==> src/tcl_defines.vh <==
// register offsets, field positions and reset values of the timer control block
`ifndef TCL_DEFINES_VH
`define TCL_DEFINES_VH

// ************************************************************
// register byte offsets
// ************************************************************
`define TCL_OFS_CONFIG      8'h00
`define TCL_OFS_CONTROL     8'h0c
`define TCL_OFS_MASK        8'h18
`define TCL_OFS_STATUS      8'h1c

// ************************************************************
// control field positions
// ************************************************************
`define TCL_CTL_A_RUN       0
`define TCL_CTL_A_FREEZE    1
`define TCL_CTL_A_EDGE_LO   2
`define TCL_CTL_A_EDGE_HI   3
`define TCL_CTL_CAL_EN      4
`define TCL_CTL_A_TRIG      5
`define TCL_CTL_A_INV       6
`define TCL_CTL_RSVD7       7
`define TCL_CTL_B_RUN       8
`define TCL_CTL_B_FREEZE    9
`define TCL_CTL_WMASK       32'h0000037f

// ************************************************************
// edge select codes
// ************************************************************
`define TCL_EDGE_RISE       2'h0
`define TCL_EDGE_FALL       2'h1
`define TCL_EDGE_RSVD       2'h2
`define TCL_EDGE_BOTH       2'h3

// ************************************************************
// reset values and masks
// ************************************************************
`define TCL_CTL_RESET       32'h00000000
`define TCL_MASK_RESET      32'h00000000
`define TCL_MASK_WMASK      32'h0000070f
`define TCL_CFG_RESET       3'h0
`define TCL_CFG_RTC         3'h1

`endif

==> src/tcl_half_timer.v <==
// one half of the timer: down counter with capture edge detection
`include "tcl_defines.vh"

module tcl_half_timer
#(
   parameter WIDTH = 16
)
(
   // clock and reset
   input  wire             clk_sys,
   input  wire             reset,
   // control
   input  wire             run,
   input  wire             freeze_en,
   input  wire             debug_halt,
   input  wire             capture_mode,
   input  wire [1:0]       edge_sel,
   input  wire [WIDTH-1:0] reload,
   // capture input, already synchronous
   input  wire             cap_in,
   // results
   output reg  [WIDTH-1:0] count_r,
   output reg              event_r,
   output reg              timeout_r
);

   reg              cap_prev_r;
   reg              edge_hit;
   wire             halted;

   assign halted = freeze_en & debug_halt;

   always @*
   begin
      case (edge_sel)
         `TCL_EDGE_RISE: edge_hit = cap_in & ~cap_prev_r;
         `TCL_EDGE_FALL: edge_hit = ~cap_in & cap_prev_r;
         `TCL_EDGE_BOTH: edge_hit = cap_in ^ cap_prev_r;
         default:        edge_hit = 1'b0;   // reserved code sees no events
      endcase
   end

   always @(posedge clk_sys)
   begin
      if (reset)
      begin
         count_r    <= {WIDTH{1'b0}};
         cap_prev_r <= 1'b0;
         event_r    <= 1'b0;
         timeout_r  <= 1'b0;
      end
      else
      begin
         cap_prev_r <= cap_in;
         event_r    <= 1'b0;
         timeout_r  <= 1'b0;
         if (!run)
            count_r <= reload;
         else if (!halted)
         begin
            if (capture_mode)
            begin
               if (edge_hit)
               begin
                  event_r <= 1'b1;
                  count_r <= count_r - {{(WIDTH-1){1'b0}}, 1'b1};
               end
            end
            else if (count_r == {WIDTH{1'b0}})
            begin
               timeout_r <= 1'b1;
               count_r   <= reload;
            end
            else
               count_r <= count_r - {{(WIDTH-1){1'b0}}, 1'b1};
         end
      end
   end

endmodule // tcl_half_timer

==> src/tcl_timer_ctrl.v <==
// timer control register, interrupt mask and the two timer halves behind them
//
// Behaviour
// - bit 9 enables half b debug freeze
// - bit 8 runs half b
// - bit 7 reserved, reads zero
// - bit 6 inverts half a wave
// - bit 5 gates half a trigger out
// - bit 4 lets calendar count advance
// - bits 3:2 pick half a capture edge
// - bit 1 enables half a debug freeze
// - bit 0 runs half a
// - mask bit one enables interrupt source
`include "tcl_defines.vh"

module tcl_timer_ctrl
#(
   parameter WIDTH = 16
)
(
   // clock and reset
   input  wire             clk_sys,
   input  wire             reset,
   // avalon-mm slave
   input  wire [7:0]       avs_address,
   input  wire             avs_read,
   input  wire             avs_write,
   input  wire [31:0]      avs_writedata,
   input  wire [3:0]       avs_byteenable,
   output reg  [31:0]      avs_readdata,
   output wire             avs_waitrequest,
   // debug, capture and calendar tick inputs
   input  wire             debug_halt,
   input  wire             cap_a_in,
   input  wire             cap_b_in,
   input  wire             cal_tick,
   // outputs
   output reg              half_a_wave_r,
   output reg              half_a_trigger_r,
   output reg  [31:0]      calendar_count_r,
   output reg  [10:0]      irq_enabled_r
);

   // ************************************************************
   // registers
   // ************************************************************
   reg  [31:0]      timer_control;
   reg  [31:0]      interrupt_mask;
   reg  [2:0]       timer_config_reg;
   reg  [3:0]       mode_r;
   reg              ack_r;
   reg  [31:0]      wmask;
   reg  [31:0]      rd_nxt;
   reg  [7:0]       sticky_r;
   wire [WIDTH-1:0] count_a;
   wire             ev_a;
   wire             ev_b;
   wire             to_a;
   wire             to_b;
   wire             req;
   wire             wr_go;
   wire             half_a_run;
   wire             half_b_run;
   wire             half_a_debug_freeze;
   wire             half_b_debug_freeze;
   wire             half_a_wave_invert;
   wire             half_a_trigger_out_enable;
   wire             calendar_count_enable;
   wire [1:0]       half_a_edge_select;

   // one wait cycle per access keeps read data registered
   assign req             = avs_read | avs_write;
   assign avs_waitrequest = req & ~ack_r;
   assign wr_go           = avs_write & ack_r;

   assign half_a_run                = timer_control[`TCL_CTL_A_RUN];
   assign half_a_debug_freeze       = timer_control[`TCL_CTL_A_FREEZE];
   assign half_a_edge_select        = timer_control[`TCL_CTL_A_EDGE_HI:`TCL_CTL_A_EDGE_LO];
   assign calendar_count_enable     = timer_control[`TCL_CTL_CAL_EN];
   assign half_a_trigger_out_enable = timer_control[`TCL_CTL_A_TRIG];
   assign half_a_wave_invert        = timer_control[`TCL_CTL_A_INV];
   assign half_b_run                = timer_control[`TCL_CTL_B_RUN];
   assign half_b_debug_freeze       = timer_control[`TCL_CTL_B_FREEZE];

   always @*
   begin
      wmask = {{8{avs_byteenable[3]}}, {8{avs_byteenable[2]}},
               {8{avs_byteenable[1]}}, {8{avs_byteenable[0]}}};
   end

   // ************************************************************
   // bus slave
   // ************************************************************
   always @(posedge clk_sys)
   begin
      if (reset)
         ack_r <= 1'b0;
      else
         ack_r <= req & ~ack_r;
   end

   always @(posedge clk_sys)
   begin
      if (reset)
      begin
         timer_control    <= `TCL_CTL_RESET;
         interrupt_mask   <= `TCL_MASK_RESET;
         timer_config_reg <= `TCL_CFG_RESET;
         mode_r           <= 4'h0;
      end
      else if (wr_go)
      begin
         case (avs_address)
            `TCL_OFS_CONTROL:   // reserved bits including bit 7 stay zero
               timer_control <= (timer_control & ~(wmask & `TCL_CTL_WMASK)) |
                                (avs_writedata & wmask & `TCL_CTL_WMASK);
            `TCL_OFS_MASK:   // one enables, zero disables
               interrupt_mask <= (interrupt_mask & ~(wmask & `TCL_MASK_WMASK)) |
                                 (avs_writedata & wmask & `TCL_MASK_WMASK);
            `TCL_OFS_CONFIG:
            begin
               if (avs_byteenable[0])
               begin
                  timer_config_reg <= avs_writedata[2:0];
                  mode_r           <= avs_writedata[7:4];
               end
            end
            default:
               mode_r <= mode_r;
         endcase
      end
   end

   always @*
   begin
      case (avs_address)
         `TCL_OFS_CONFIG:  rd_nxt = {24'h000000, mode_r, 1'b0, timer_config_reg};
         `TCL_OFS_CONTROL: rd_nxt = timer_control;
         `TCL_OFS_MASK:    rd_nxt = interrupt_mask;
         `TCL_OFS_STATUS:  rd_nxt = {24'h000000, sticky_r};
         default:          rd_nxt = 32'h00000000;
      endcase
   end

   always @(posedge clk_sys)
   begin
      if (reset)
         avs_readdata <= 32'h00000000;
      else if (avs_read & ~ack_r)
         avs_readdata <= rd_nxt;
   end

   // ************************************************************
   // timer halves
   // ************************************************************
   tcl_half_timer #(.WIDTH(WIDTH)) u_half_a
   (
      .clk_sys      (clk_sys),
      .reset        (reset),
      .run          (half_a_run),
      .freeze_en    (half_a_debug_freeze),
      .debug_halt   (debug_halt),
      .capture_mode (mode_r[0]),
      .edge_sel     (half_a_edge_select),
      .reload       ({WIDTH{1'b1}}),
      .cap_in       (cap_a_in),
      .count_r      (count_a),
      .event_r      (ev_a),
      .timeout_r    (to_a)
   );

   tcl_half_timer #(.WIDTH(WIDTH)) u_half_b
   (
      .clk_sys      (clk_sys),
      .reset        (reset),
      .run          (half_b_run),
      .freeze_en    (half_b_debug_freeze),
      .debug_halt   (debug_halt),
      .capture_mode (mode_r[1]),
      .edge_sel     (`TCL_EDGE_RISE),
      .reload       ({WIDTH{1'b1}}),
      .cap_in       (cap_b_in),
      .count_r      (),
      .event_r      (ev_b),
      .timeout_r    (to_b)
   );

   // ************************************************************
   // outputs
   // ************************************************************
   always @(posedge clk_sys)
   begin
      if (reset)
      begin
         half_a_wave_r    <= 1'b0;
         half_a_trigger_r <= 1'b0;
         calendar_count_r <= 32'h00000000;
         sticky_r         <= 8'h00;
         irq_enabled_r    <= 11'h000;
      end
      else
      begin
         // wave is high in the upper half of the count while half a runs, then optionally inverted
         half_a_wave_r    <= (half_a_run & count_a[WIDTH-1]) ^ half_a_wave_invert;
         half_a_trigger_r <= half_a_trigger_out_enable & to_a;
         if (calendar_count_enable & cal_tick & ~(half_a_debug_freeze & debug_halt))
            calendar_count_r <= calendar_count_r + 32'h00000001;
         // raw event flags; events win over the read-clear of this status
         // clear on the edge that captures readdata, so no flag is dropped unread
         sticky_r <= {4'h0, ev_b, to_b, ev_a, to_a} |
                     (sticky_r & ~((avs_read & ~ack_r &
                                    (avs_address == `TCL_OFS_STATUS)) ? 8'hff : 8'h00));
         // per-source enable seen by the interrupt controller
         irq_enabled_r    <= interrupt_mask[10:0] &
                             {ev_b, 1'b0, to_b, 4'h0,
                              calendar_count_enable & cal_tick, ev_a, 1'b0, to_a};
      end
   end

endmodule // tcl_timer_ctrl
==> config.mk <==
export PLATFORM = sky130hd
export DESIGN_NAME = tcl_timer_ctrl
export DESIGN_NICKNAME = d
export VERILOG_FILES = /design/src/tcl_half_timer.v /design/src/tcl_timer_ctrl.v
export VERILOG_INCLUDE_DIRS = /design/src
export SDC_FILE = /design/constraint.sdc
export NUM_CORES = 1
export LEC_CHECK = 0
export BUFFER_PORTS_ARGS = -buffer_cell sky130_fd_sc_hd__buf_2
export CAP_MARGIN = 20
export CORE_MARGIN = 2
export CORE_UTILIZATION = 45
export CTS_CLUSTER_SIZE = 10
export DETAILED_ROUTE_END_ITERATION = 6
export PLACE_DENSITY = 0.67
export SLEW_MARGIN = 40
export SYNTH_ARGS = -nofsm -noshare
export SYNTH_HDL_FRONTEND = slang
export SYNTH_HIERARCHICAL = 1
export SYNTH_SLANG_ARGS = --single-unit
==> constraint.sdc <==
create_clock -name clk_sys -period 2.45 [get_ports clk_sys]
set_input_delay 0.3675 -clock clk_sys [delete_from_list [all_inputs] [get_ports clk_sys]]
set_output_delay 0.3675 -clock clk_sys [all_outputs]
set_load 0.01 [all_outputs]
==> run metrics, run 1 <==
RePlAce Congestion 0.875; postcts setup bufs 0; DIE AREA 15300 µm²; Area growth syn-to-layout 19.6%; Peak VDD IR 520 µV; IO Port Bufs 79; Yosys Warn Count 6; number of distinct library cells after synthesis 67; post-CTS resize count 0; setup TNS 0 ns; Comb power frac 7.3%; status finished, final reports clean; num ports 130; final setup vio count 0; fin crit share 89.4%; Setup crit end kind flop; Initial Util 46.3%; initial antenna violation count 2; H-tree levels 4; clk_skew 0.00608 ns; Power Internal 3620 µW; Avg Inst Size Synth 8.19 µm²; fin util 55.4%; clock share of power 49.8%; ys flop type dfxtp_1; Critical Path Slowest Stage Cell or4b_1; Vias/cell 5.56; fin crit period 2.19 ns; Avg WL per Cell 15.3 µm; cells along the critical path nand2_1 -> or4b_1 -> nor4b_1 -> mux2_2; Clock transition at path regs 0.05 ns; Clock Tree Root clkbuf_16; Worst-Skew Late Latency 0.42 ns; Pleak 0.00305 µW; sequential share of power 42.9%; Pwr Density 611 nW/µm²; kind of critical path flop to flop; number of synthesized flops with an enable pin 0; Yosys reg bits 120; MaxCap Viol Count 0; switching power 1100 µW; First DRT Iteration DRCs 451; antenna viol nets, final 0; Fin. Hold Viols 0; CTS buffer count 17; sw frac 23.3%; Die X 124 µm; fin area 7720 µm²; Max Fclk 0.456 GHz; RSZ-0062 raised after global routing false; DP Area 7170 µm²; max incr delay on CP 0.72 ns; row cnt 43; Cells after Synth 788; Post-DP HPWL 11800 µm; Die H 124 µm; largest net degree at the start of global routing 72; fin nets 973; WP data arrival 2.50 ns; critical path's top delay family simple AND/OR/NAND/NOR gates; Mapped Area 6460 µm²; Required @ worst endpoint 2.76 ns; share of post-route cells with drive strength above 1 18.4%; register area share after synthesis 37.2%; first-pass GRT wire length 27000 µm; CTS tree yes; clock sinks 120; Tot GR Track Use 22.2%; Detailed Routing Iterations Pass 1 6; Congestion Overflow GR 0; drt drc 0; Core Area 13900 µm²; DR vias 6134; Multi-input gate area 3810 µm²; largest fanout on the critical path 9; CP Buf/Inv Count 0; Fillers 1367; Max clock buf depth 2; Register Area 2400 µm²; vias in the first global route 5509; type of origin of the critical path flop; Routed WL 16900 µm; Synth async-reset ratio 0%; HP Class input port to flop; most common cell after layout, fill and taps aside dfxtp_1; max-slew violations 0; Post-CTS Hold Buffers 0; highest-count cells in the layout ignoring fill and taps dfxtp_1 (120), buf_2 (78), nor2_1 (73)
-- area by class of cell --
| cell class | instances | area share [%] |
|---|---|---|
| multi-input combinational | 640 | 49.4 |
| clock inverter | 3 | 0.518 |
| clock buffer | 26 | 6.59 |
| tap | 180 | 2.92 |
| inverter | 23 | 1.12 |
| sequential | 120 | 31.1 |
| antenna | 1 | 0.0324 |
| timing repair buffer | 110 | 8.33 |
-- cells by family (layout without fill, tap and decap cells) --
family | count (synthesis) | after routing | synth area share, %
mux | 21 | 21 | 3.60
simple gates | 331 | 331 | 27.9
buf+inv | 94 | 162 | 7.56
flops | 120 | 120 | 37.2
compound gates | 204 | 204 | 20.9
fa+ha+maj | 9 | 9 | 1.74
other cells | 2 | 69 | 0.116
xor+xnor | 7 | 7 | 0.950
-- path summary, 6_finish.rpt --
kind / depth (start not counted) / start / slack, ns / end
worst min register to register: 2 / flop / 0.45 / irq_enabled_r[8]
worst min-delay path: 3 / cap_b_in / 0.21 / u_half_b/cap_prev_r
worst max-delay path: 4 / flop / 0.26 / calendar_count_r[31]
worst max register to register: 4 / flop / 0.26 / calendar_count_r[31]
-- worst reg2reg max path, delay by kind of cell, from the launching register on --
family        cells  cell delay, ns
flops             1            0.39
simple gates      3            1.31
mux               1            0.38
-- per-stage QoR --
stage	worst slack (ns)	hold WS, ns	instances	total power [µW]
floorplan	0.405	0.417	854	2320
global placement	0.119	0.440	1073	2400
detailed placement	0.109	0.444	1073	2400
CTS	0.247	0.201	1102	4740
global route	0.135	0.217	1102	4880
finish	0.259	0.212	1103	4720
-- routing by layer --
layer | up-vias | wire length, µm | track usage (%)
met2 | 196 | 7520 | 34.0
met3 | 24 | 1080 | 5.31
met1 | 2853 | 8000 | 30.3
met4 | 2 | 248 | 8.52
li1 | 3059 | - | -
met5 | - | 13 | 0
-- synthesized netlist by cell type, types with 11 or more instances --
cell | number | area share [%]
or3_1 | 16 | 1.6
o21ai_0 | 46 | 3.6
buf_4 | 27 | 3.1
nand3_1 | 47 | 3.6
and2_1 | 14 | 1.4
o31ai_1 | 11 | 1.3
or4_1 | 17 | 2.0
nor2b_1 | 14 | 1.4
nor4_1 | 21 | 2.0
clkbuf_1 | 29 | 1.7
nand4_1 | 11 | 1.1
a21oi_1 | 67 | 5.2
inv_1 | 23 | 1.3
nor2_1 | 73 | 4.2
nand2_1 | 61 | 3.5
dfxtp_1 | 120 | 37
a31oi_1 | 12 | 1.2
-- power by group through the flow --
stage                     clock, µW  sequential, µW  combinational [µW]
after floorplan                   0            2060                 266
after detailed placement          0            2060                 335
after global placement            0            2060                 333
final                          2350            2020                 344
after CTS                      2380            2020                 338
after global routing           2470            2030                 384
Note: power is estimated with default switching activity, not from simulation.
==> inputs of run 2 (changes only) <==
Settings changed: CORE_MARGIN 2 to 4.
==> run metrics, run 2 (synthesized netlist as in run 1, its figures left out) <==
GR Util met3 4.63% (-0.69 points); drt drc 0 (unchanged); row cnt 43 (unchanged); most common cell after layout, fill and taps aside dfxtp_1; Post-DP HPWL 11700 µm (-0.65%); First DRT Iteration DRCs 473 (+4.9%); clock sinks 120 (unchanged); highest-count cells in the layout ignoring fill and taps dfxtp_1 (120), buf_2 (78), nor2_1 (73); share of post-route cells with drive strength above 1 18.4% (unchanged); Die H 128 µm (+3.2%); met2 Usage GRT 30.6% (-3.4 points); num ports 130 (unchanged); post-CTS resize count 0 (unchanged); Fillers 1307 (-4.4%); sequential share of power 41.4% (-1.5 points); clk_skew 0.00967 ns (+0.00359 ns); switching power 1090 µW (-0.92%); GR met1 Demand/Resource 29.1% (-1.2 points); final setup vio count 0 (unchanged); Post-CTS Hold Buffers 0 (unchanged); largest fanout on the critical path 10 (+1); Initial Util 46.2% (-0.18 points); Hold Startpoint avs_writedata[10]; Multi-input gate area 3810 µm² (unchanged); fin area 7760 µm² (+0.53%); Pwr Density 629 nW/µm² (+3.0%); Congestion Overflow GR 0 (unchanged); postcts setup bufs 0 (unchanged); gr busiest metal met2; Register Area 2400 µm² (unchanged); fin crit share 90.4% (+0.92 points); max-slew violations 0 (unchanged); setup TNS 0 ns (unchanged); HP Class input port to flop; Avg WL per Cell 15.1 µm (-1.5%); antenna viol nets, final 0 (unchanged); status finished, final reports clean; Tot GR Track Use 20.4% (-1.9 points); FF-to-FF setup slack 0.24 ns (-0.02 ns); DP Area 7180 µm² (+0.10%); H-tree levels 4 (unchanged); fin nets 974 (+0.10%); CTS tree yes; Worst-Skew Late Latency 0.42 ns (about the same); initial antenna violation count 0 (-2); Core Area 14000 µm² (+0.39%); Detailed Routing Iterations Pass 1 4 (-2); RSZ-0062 raised after global routing false; Peak VDD IR 485 µV (-6.7%); Max clock buf depth 2 (unchanged); Area growth syn-to-layout 20.3%; WP data arrival 2.52 ns (+0.02 ns); Routed WL 16600 µm (-1.6%); Vias/cell 5.52 (-0.82%); DR vias 6078 (-0.91%); DIE AREA 16300 µm² (+6.6%); kind of critical path flop to flop; ANT cells 0 (-1); Max Fclk 0.452 GHz (-1.0%); Clock transition at path regs 0.05 ns (about the same); first-pass GRT wire length 27200 µm (+1.0%); Pleak 0.00307 µW (+0.55%); clock share of power 51.6% (+1.8 points); vias in the first global route 5427 (-1.5%); Required @ worst endpoint 2.75 ns (about the same); IO Port Bufs 79 (unchanged); Power Internal 3800 µW (+4.9%); largest net degree at the start of global routing 66 (-8.3%); Setup crit end kind flop; MaxCap Viol Count 0 (unchanged); Die X 128 µm (+3.2%); CTS buffer count 17 (unchanged); RePlAce Congestion 0.883 (+0.91%); type of origin of the critical path flop; sw frac 22.3% (-1.0 points); Fin. Hold Viols 0 (unchanged); fin crit period 2.21 ns (+0.0225 ns); Comb power frac 7.0% (-0.3 points); Clock Tree Root clkbuf_16
run 2: cell types whose count changed in the layout (fill, tap and decap cells not counted):
cell       delta
clkbuf_8      -1
diode_2       -1
clkinv_2      -2
bufinv_16     +2
buf_4         +1
run 2: worst max-delay path, cell delays in order, from the launching register on:
cell	delay, ns
dfxtp_1	0.40
nand2_1	0.13
or4b_1	0.75
nor4b_1	0.44
mux2_2	0.37
run 2: power by group through the flow:
| stage | registers [µW] | logic [µW] | clock network, µW |
|---|---|---|---|
| floorplan | 2060 | 266 | 0 |
| global placement | 2060 | 334 | 0 |
| detailed placement | 2060 | 336 | 0 |
| CTS | 2020 | 338 | 2560 |
| global route | 2030 | 383 | 2660 |
| finish | 2020 | 343 | 2520 |
run 2: metal layers:
layer	wire length, µm	vias to the layer above
met5	0	-
met4	230	0
li1	-	3061
met2	7380	171
met3	930	20
met1	8040	2826
run 2: stage by stage:
stage	setup WS [ns]	utilization (%)	hold slack [ns]	cells	total power (µW)
floorplan	0.405	-	0.417	854	2320
global placement	0.187	51.3	0.437	1074	2400
detailed placement	0.155	51.3	0.437	1074	2400
CTS	0.249	55.5	0.197	1102	4920
global route	0.173	55.5	0.210	1102	5070
finish	0.236	55.5	0.212	1102	4880
run 2: worst paths after layout:
check             cells after the start                   end
setup / recovery                      4  calendar_count_r[31]
hold / removal                        3                  flop
setup reg to reg                      4  calendar_count_r[31]
hold reg to reg                       2     irq_enabled_r[10]
run 2: final cells by class:
class	instances	area share (%)
clock buffers	25	6.38
clock inverters	3	1.16
inverters	23	1.11
multi-input cells	640	49.1
flip-flops and latches	120	30.9
well taps	180	2.90
repair buffers	111	8.38
==> inputs of run 3 (changes only) <==
Settings changed: ABC_AREA set to 0, CORE_UTILIZATION 45 to 56, PLACE_DENSITY 0.67 to 0.81, SKIP_CTS_REPAIR_TIMING set to 1.
==> run metrics, run 3 (synthesized netlist as in run 1, its figures left out) <==
status finished, final reports clean; CTS buffer count 17 (unchanged); setup TNS 0 ns (unchanged); final setup vio count 0 (unchanged); row cnt 38 (-12%); relative slew slack 57.9%; Critical Path Slowest Stage Cell or4_4; worst r2r src calendar_count_r[7]; cells along the critical path nand4_2 -> or4_4 -> nor4b_1 -> mux2_2; H-tree levels 4 (unchanged); First DRT Iteration DRCs 702 (+48%); Clock transition at path regs 0.05 ns (about the same); Hold Startpoint avs_writedata[7]; Tot GR Track Use 25.1% (+4.7 points); Avg WL per Cell 15.7 µm (+4.4%); RSZ-0062 raised after global routing false; IO Port Bufs 79 (unchanged); Vias/cell 5.97 (+8.3%); reg2reg end calendar_count_r[26]; most common cell after layout, fill and taps aside dfxtp_1; max incr delay on CP 0.65 ns (-0.10 ns); vias in the first global route 5674 (+4.6%); kind of critical path flop to flop; fin nets 967 (-0.72%); RePlAce Congestion 0.883 (about the same); largest fanout on the critical path 12 (+2); clock sinks 120 (unchanged); Worst Hold Depth 3 (unchanged); num ports 130 (unchanged); fin crit share 90.0% (-0.36 points); clk_skew 0.0115 ns (+0.00181 ns); CP Buf/Inv Count 0 (unchanged); Fillers 894 (-32%); crit path setup slack, layout 0.245 ns (+0.00889 ns); Worst-Skew Late Latency 0.42 ns (about the same); Routed WL 16600 µm (+0.31%); Pwr Density 641 nW/µm² (+2.0%); Peak VDD IR 612 µV (+26%); DR vias 6326 (+4.1%); critical path's top delay family simple AND/OR/NAND/NOR gates; WHS Endpoint mode_r[3]; Die H 115 µm (-9.7%); Initial Util 58.3% (+12 points); FF-to-FF setup slack 0.24 ns (about the same); highest-count cells in the layout ignoring fill and taps dfxtp_1 (120), buf_2 (78), nor2_1 (73); antenna viol nets, final 0 (unchanged); drt drc 0 (unchanged); Required @ worst endpoint 2.75 ns (about the same); max-slew violations 0 (unchanged); DIE AREA 13300 µm² (-18%); MaxCap Viol Count 0 (unchanged); Area growth syn-to-layout 18.9%; Fin. Hold Viols 0 (unchanged); actual slew at the worst max-slew pin 0.630 ns; share of post-route cells with drive strength above 1 18.2% (-0.27 points); largest net degree at the start of global routing 67 (+1.5%); Die X 115 µm (-9.7%); Detailed Routing Iterations Pass 1 5 (+1); Congestion Overflow GR 0 (unchanged); dpl ws 0.174 ns (+0.0184 ns); Post-DP HPWL 11200 µm (-4.2%); Fin Hold WS 0.198 ns (-0.0140 ns); Pleak 0.00305 µW (-0.67%); initial antenna violation count 0 (unchanged); Worst R2R Path Depth 4 (unchanged); Core Area 11100 µm² (-21%); ANT cells 0 (unchanged); WP data arrival 2.51 ns (about the same); Clock Tree Root clkbuf_16; Max Fclk 0.454 GHz (+0.40%); type of origin of the critical path flop; Max clock buf depth 2 (unchanged); Setup crit end kind flop; HP Class input port to flop; fin crit period 2.21 ns (-0.00889 ns); CTS tree yes; first-pass GRT wire length 27100 µm (-0.58%)
[run 3: cell type report]
type / count / area [µm²] / share of cell area (%)
multi-input combinational: 640 / 3810 / 49.7
sequential: 120 / 2400 / 31.3
timing repair buffer: 104 / 598 / 7.79
clock buffer: 24 / 482 / 6.28
tap: 140 / 175 / 2.28
clock inverter: 8 / 119 / 1.55
inverter: 23 / 86.3 / 1.12
[run 3: worst reg2reg max path: stages (launching register included)]
cell and delay (ns):
dfxtp_1 0.45, nand4_2 0.18, or4_4 0.65, nor4b_1 0.42
mux2_2 0.39
[run 3: how the worst max path moves through the flow]
stage	to	cells past startpoint	slack [ns]	start
floorplan	calendar_count_r[31]	5	0.40	calendar_count_r[3]
global placement	calendar_count_r[31]	5	0.19	debug_halt
detailed placement	calendar_count_r[31]	5	0.17	debug_halt
CTS	calendar_count_r[26]	4	0.27	calendar_count_r[7]
global route	u_half_a/count_r[9]	9	0.09	u_half_a/count_r[1]
finish	calendar_count_r[26]	4	0.24	calendar_count_r[7]
[run 3: routing by layer]
| layer | vias up | track usage, % | part of all wire (%) |
|---|---|---|---|
| li1 | 3041 | - | - |
| met1 | 2914 | 34.1 | 44 |
| met2 | 324 | 38.8 | 46 |
| met3 | 47 | 6.84 | 8.6 |
| met5 | - | 0 | 0 |
| met4 | 0 | 8.37 | 2.2 |
[run 3: power by group]
group | switching, µW | total, µW | internal [µW]
Sequential | 39.7 | 2030 | 1990
Combinational | 218 | 343 | 125
Clock | 882 | 2560 | 1670
Total | 1140 | 4920 | 3780
[run 3: through the flow]
step | utilization (%) | power [µW] | std cells | instance area [µm²]
after floorplan | - | 2320 | 854 | 6700
after CTS | 69.3 | 4940 | 1059 | 7680
after global placement | 63.9 | 2390 | 1027 | 7080
after global routing | 69.3 | 5090 | 1059 | 7680
final | 69.3 | 4920 | 1059 | 7680
after detailed placement | 63.9 | 2390 | 1027 | 7080
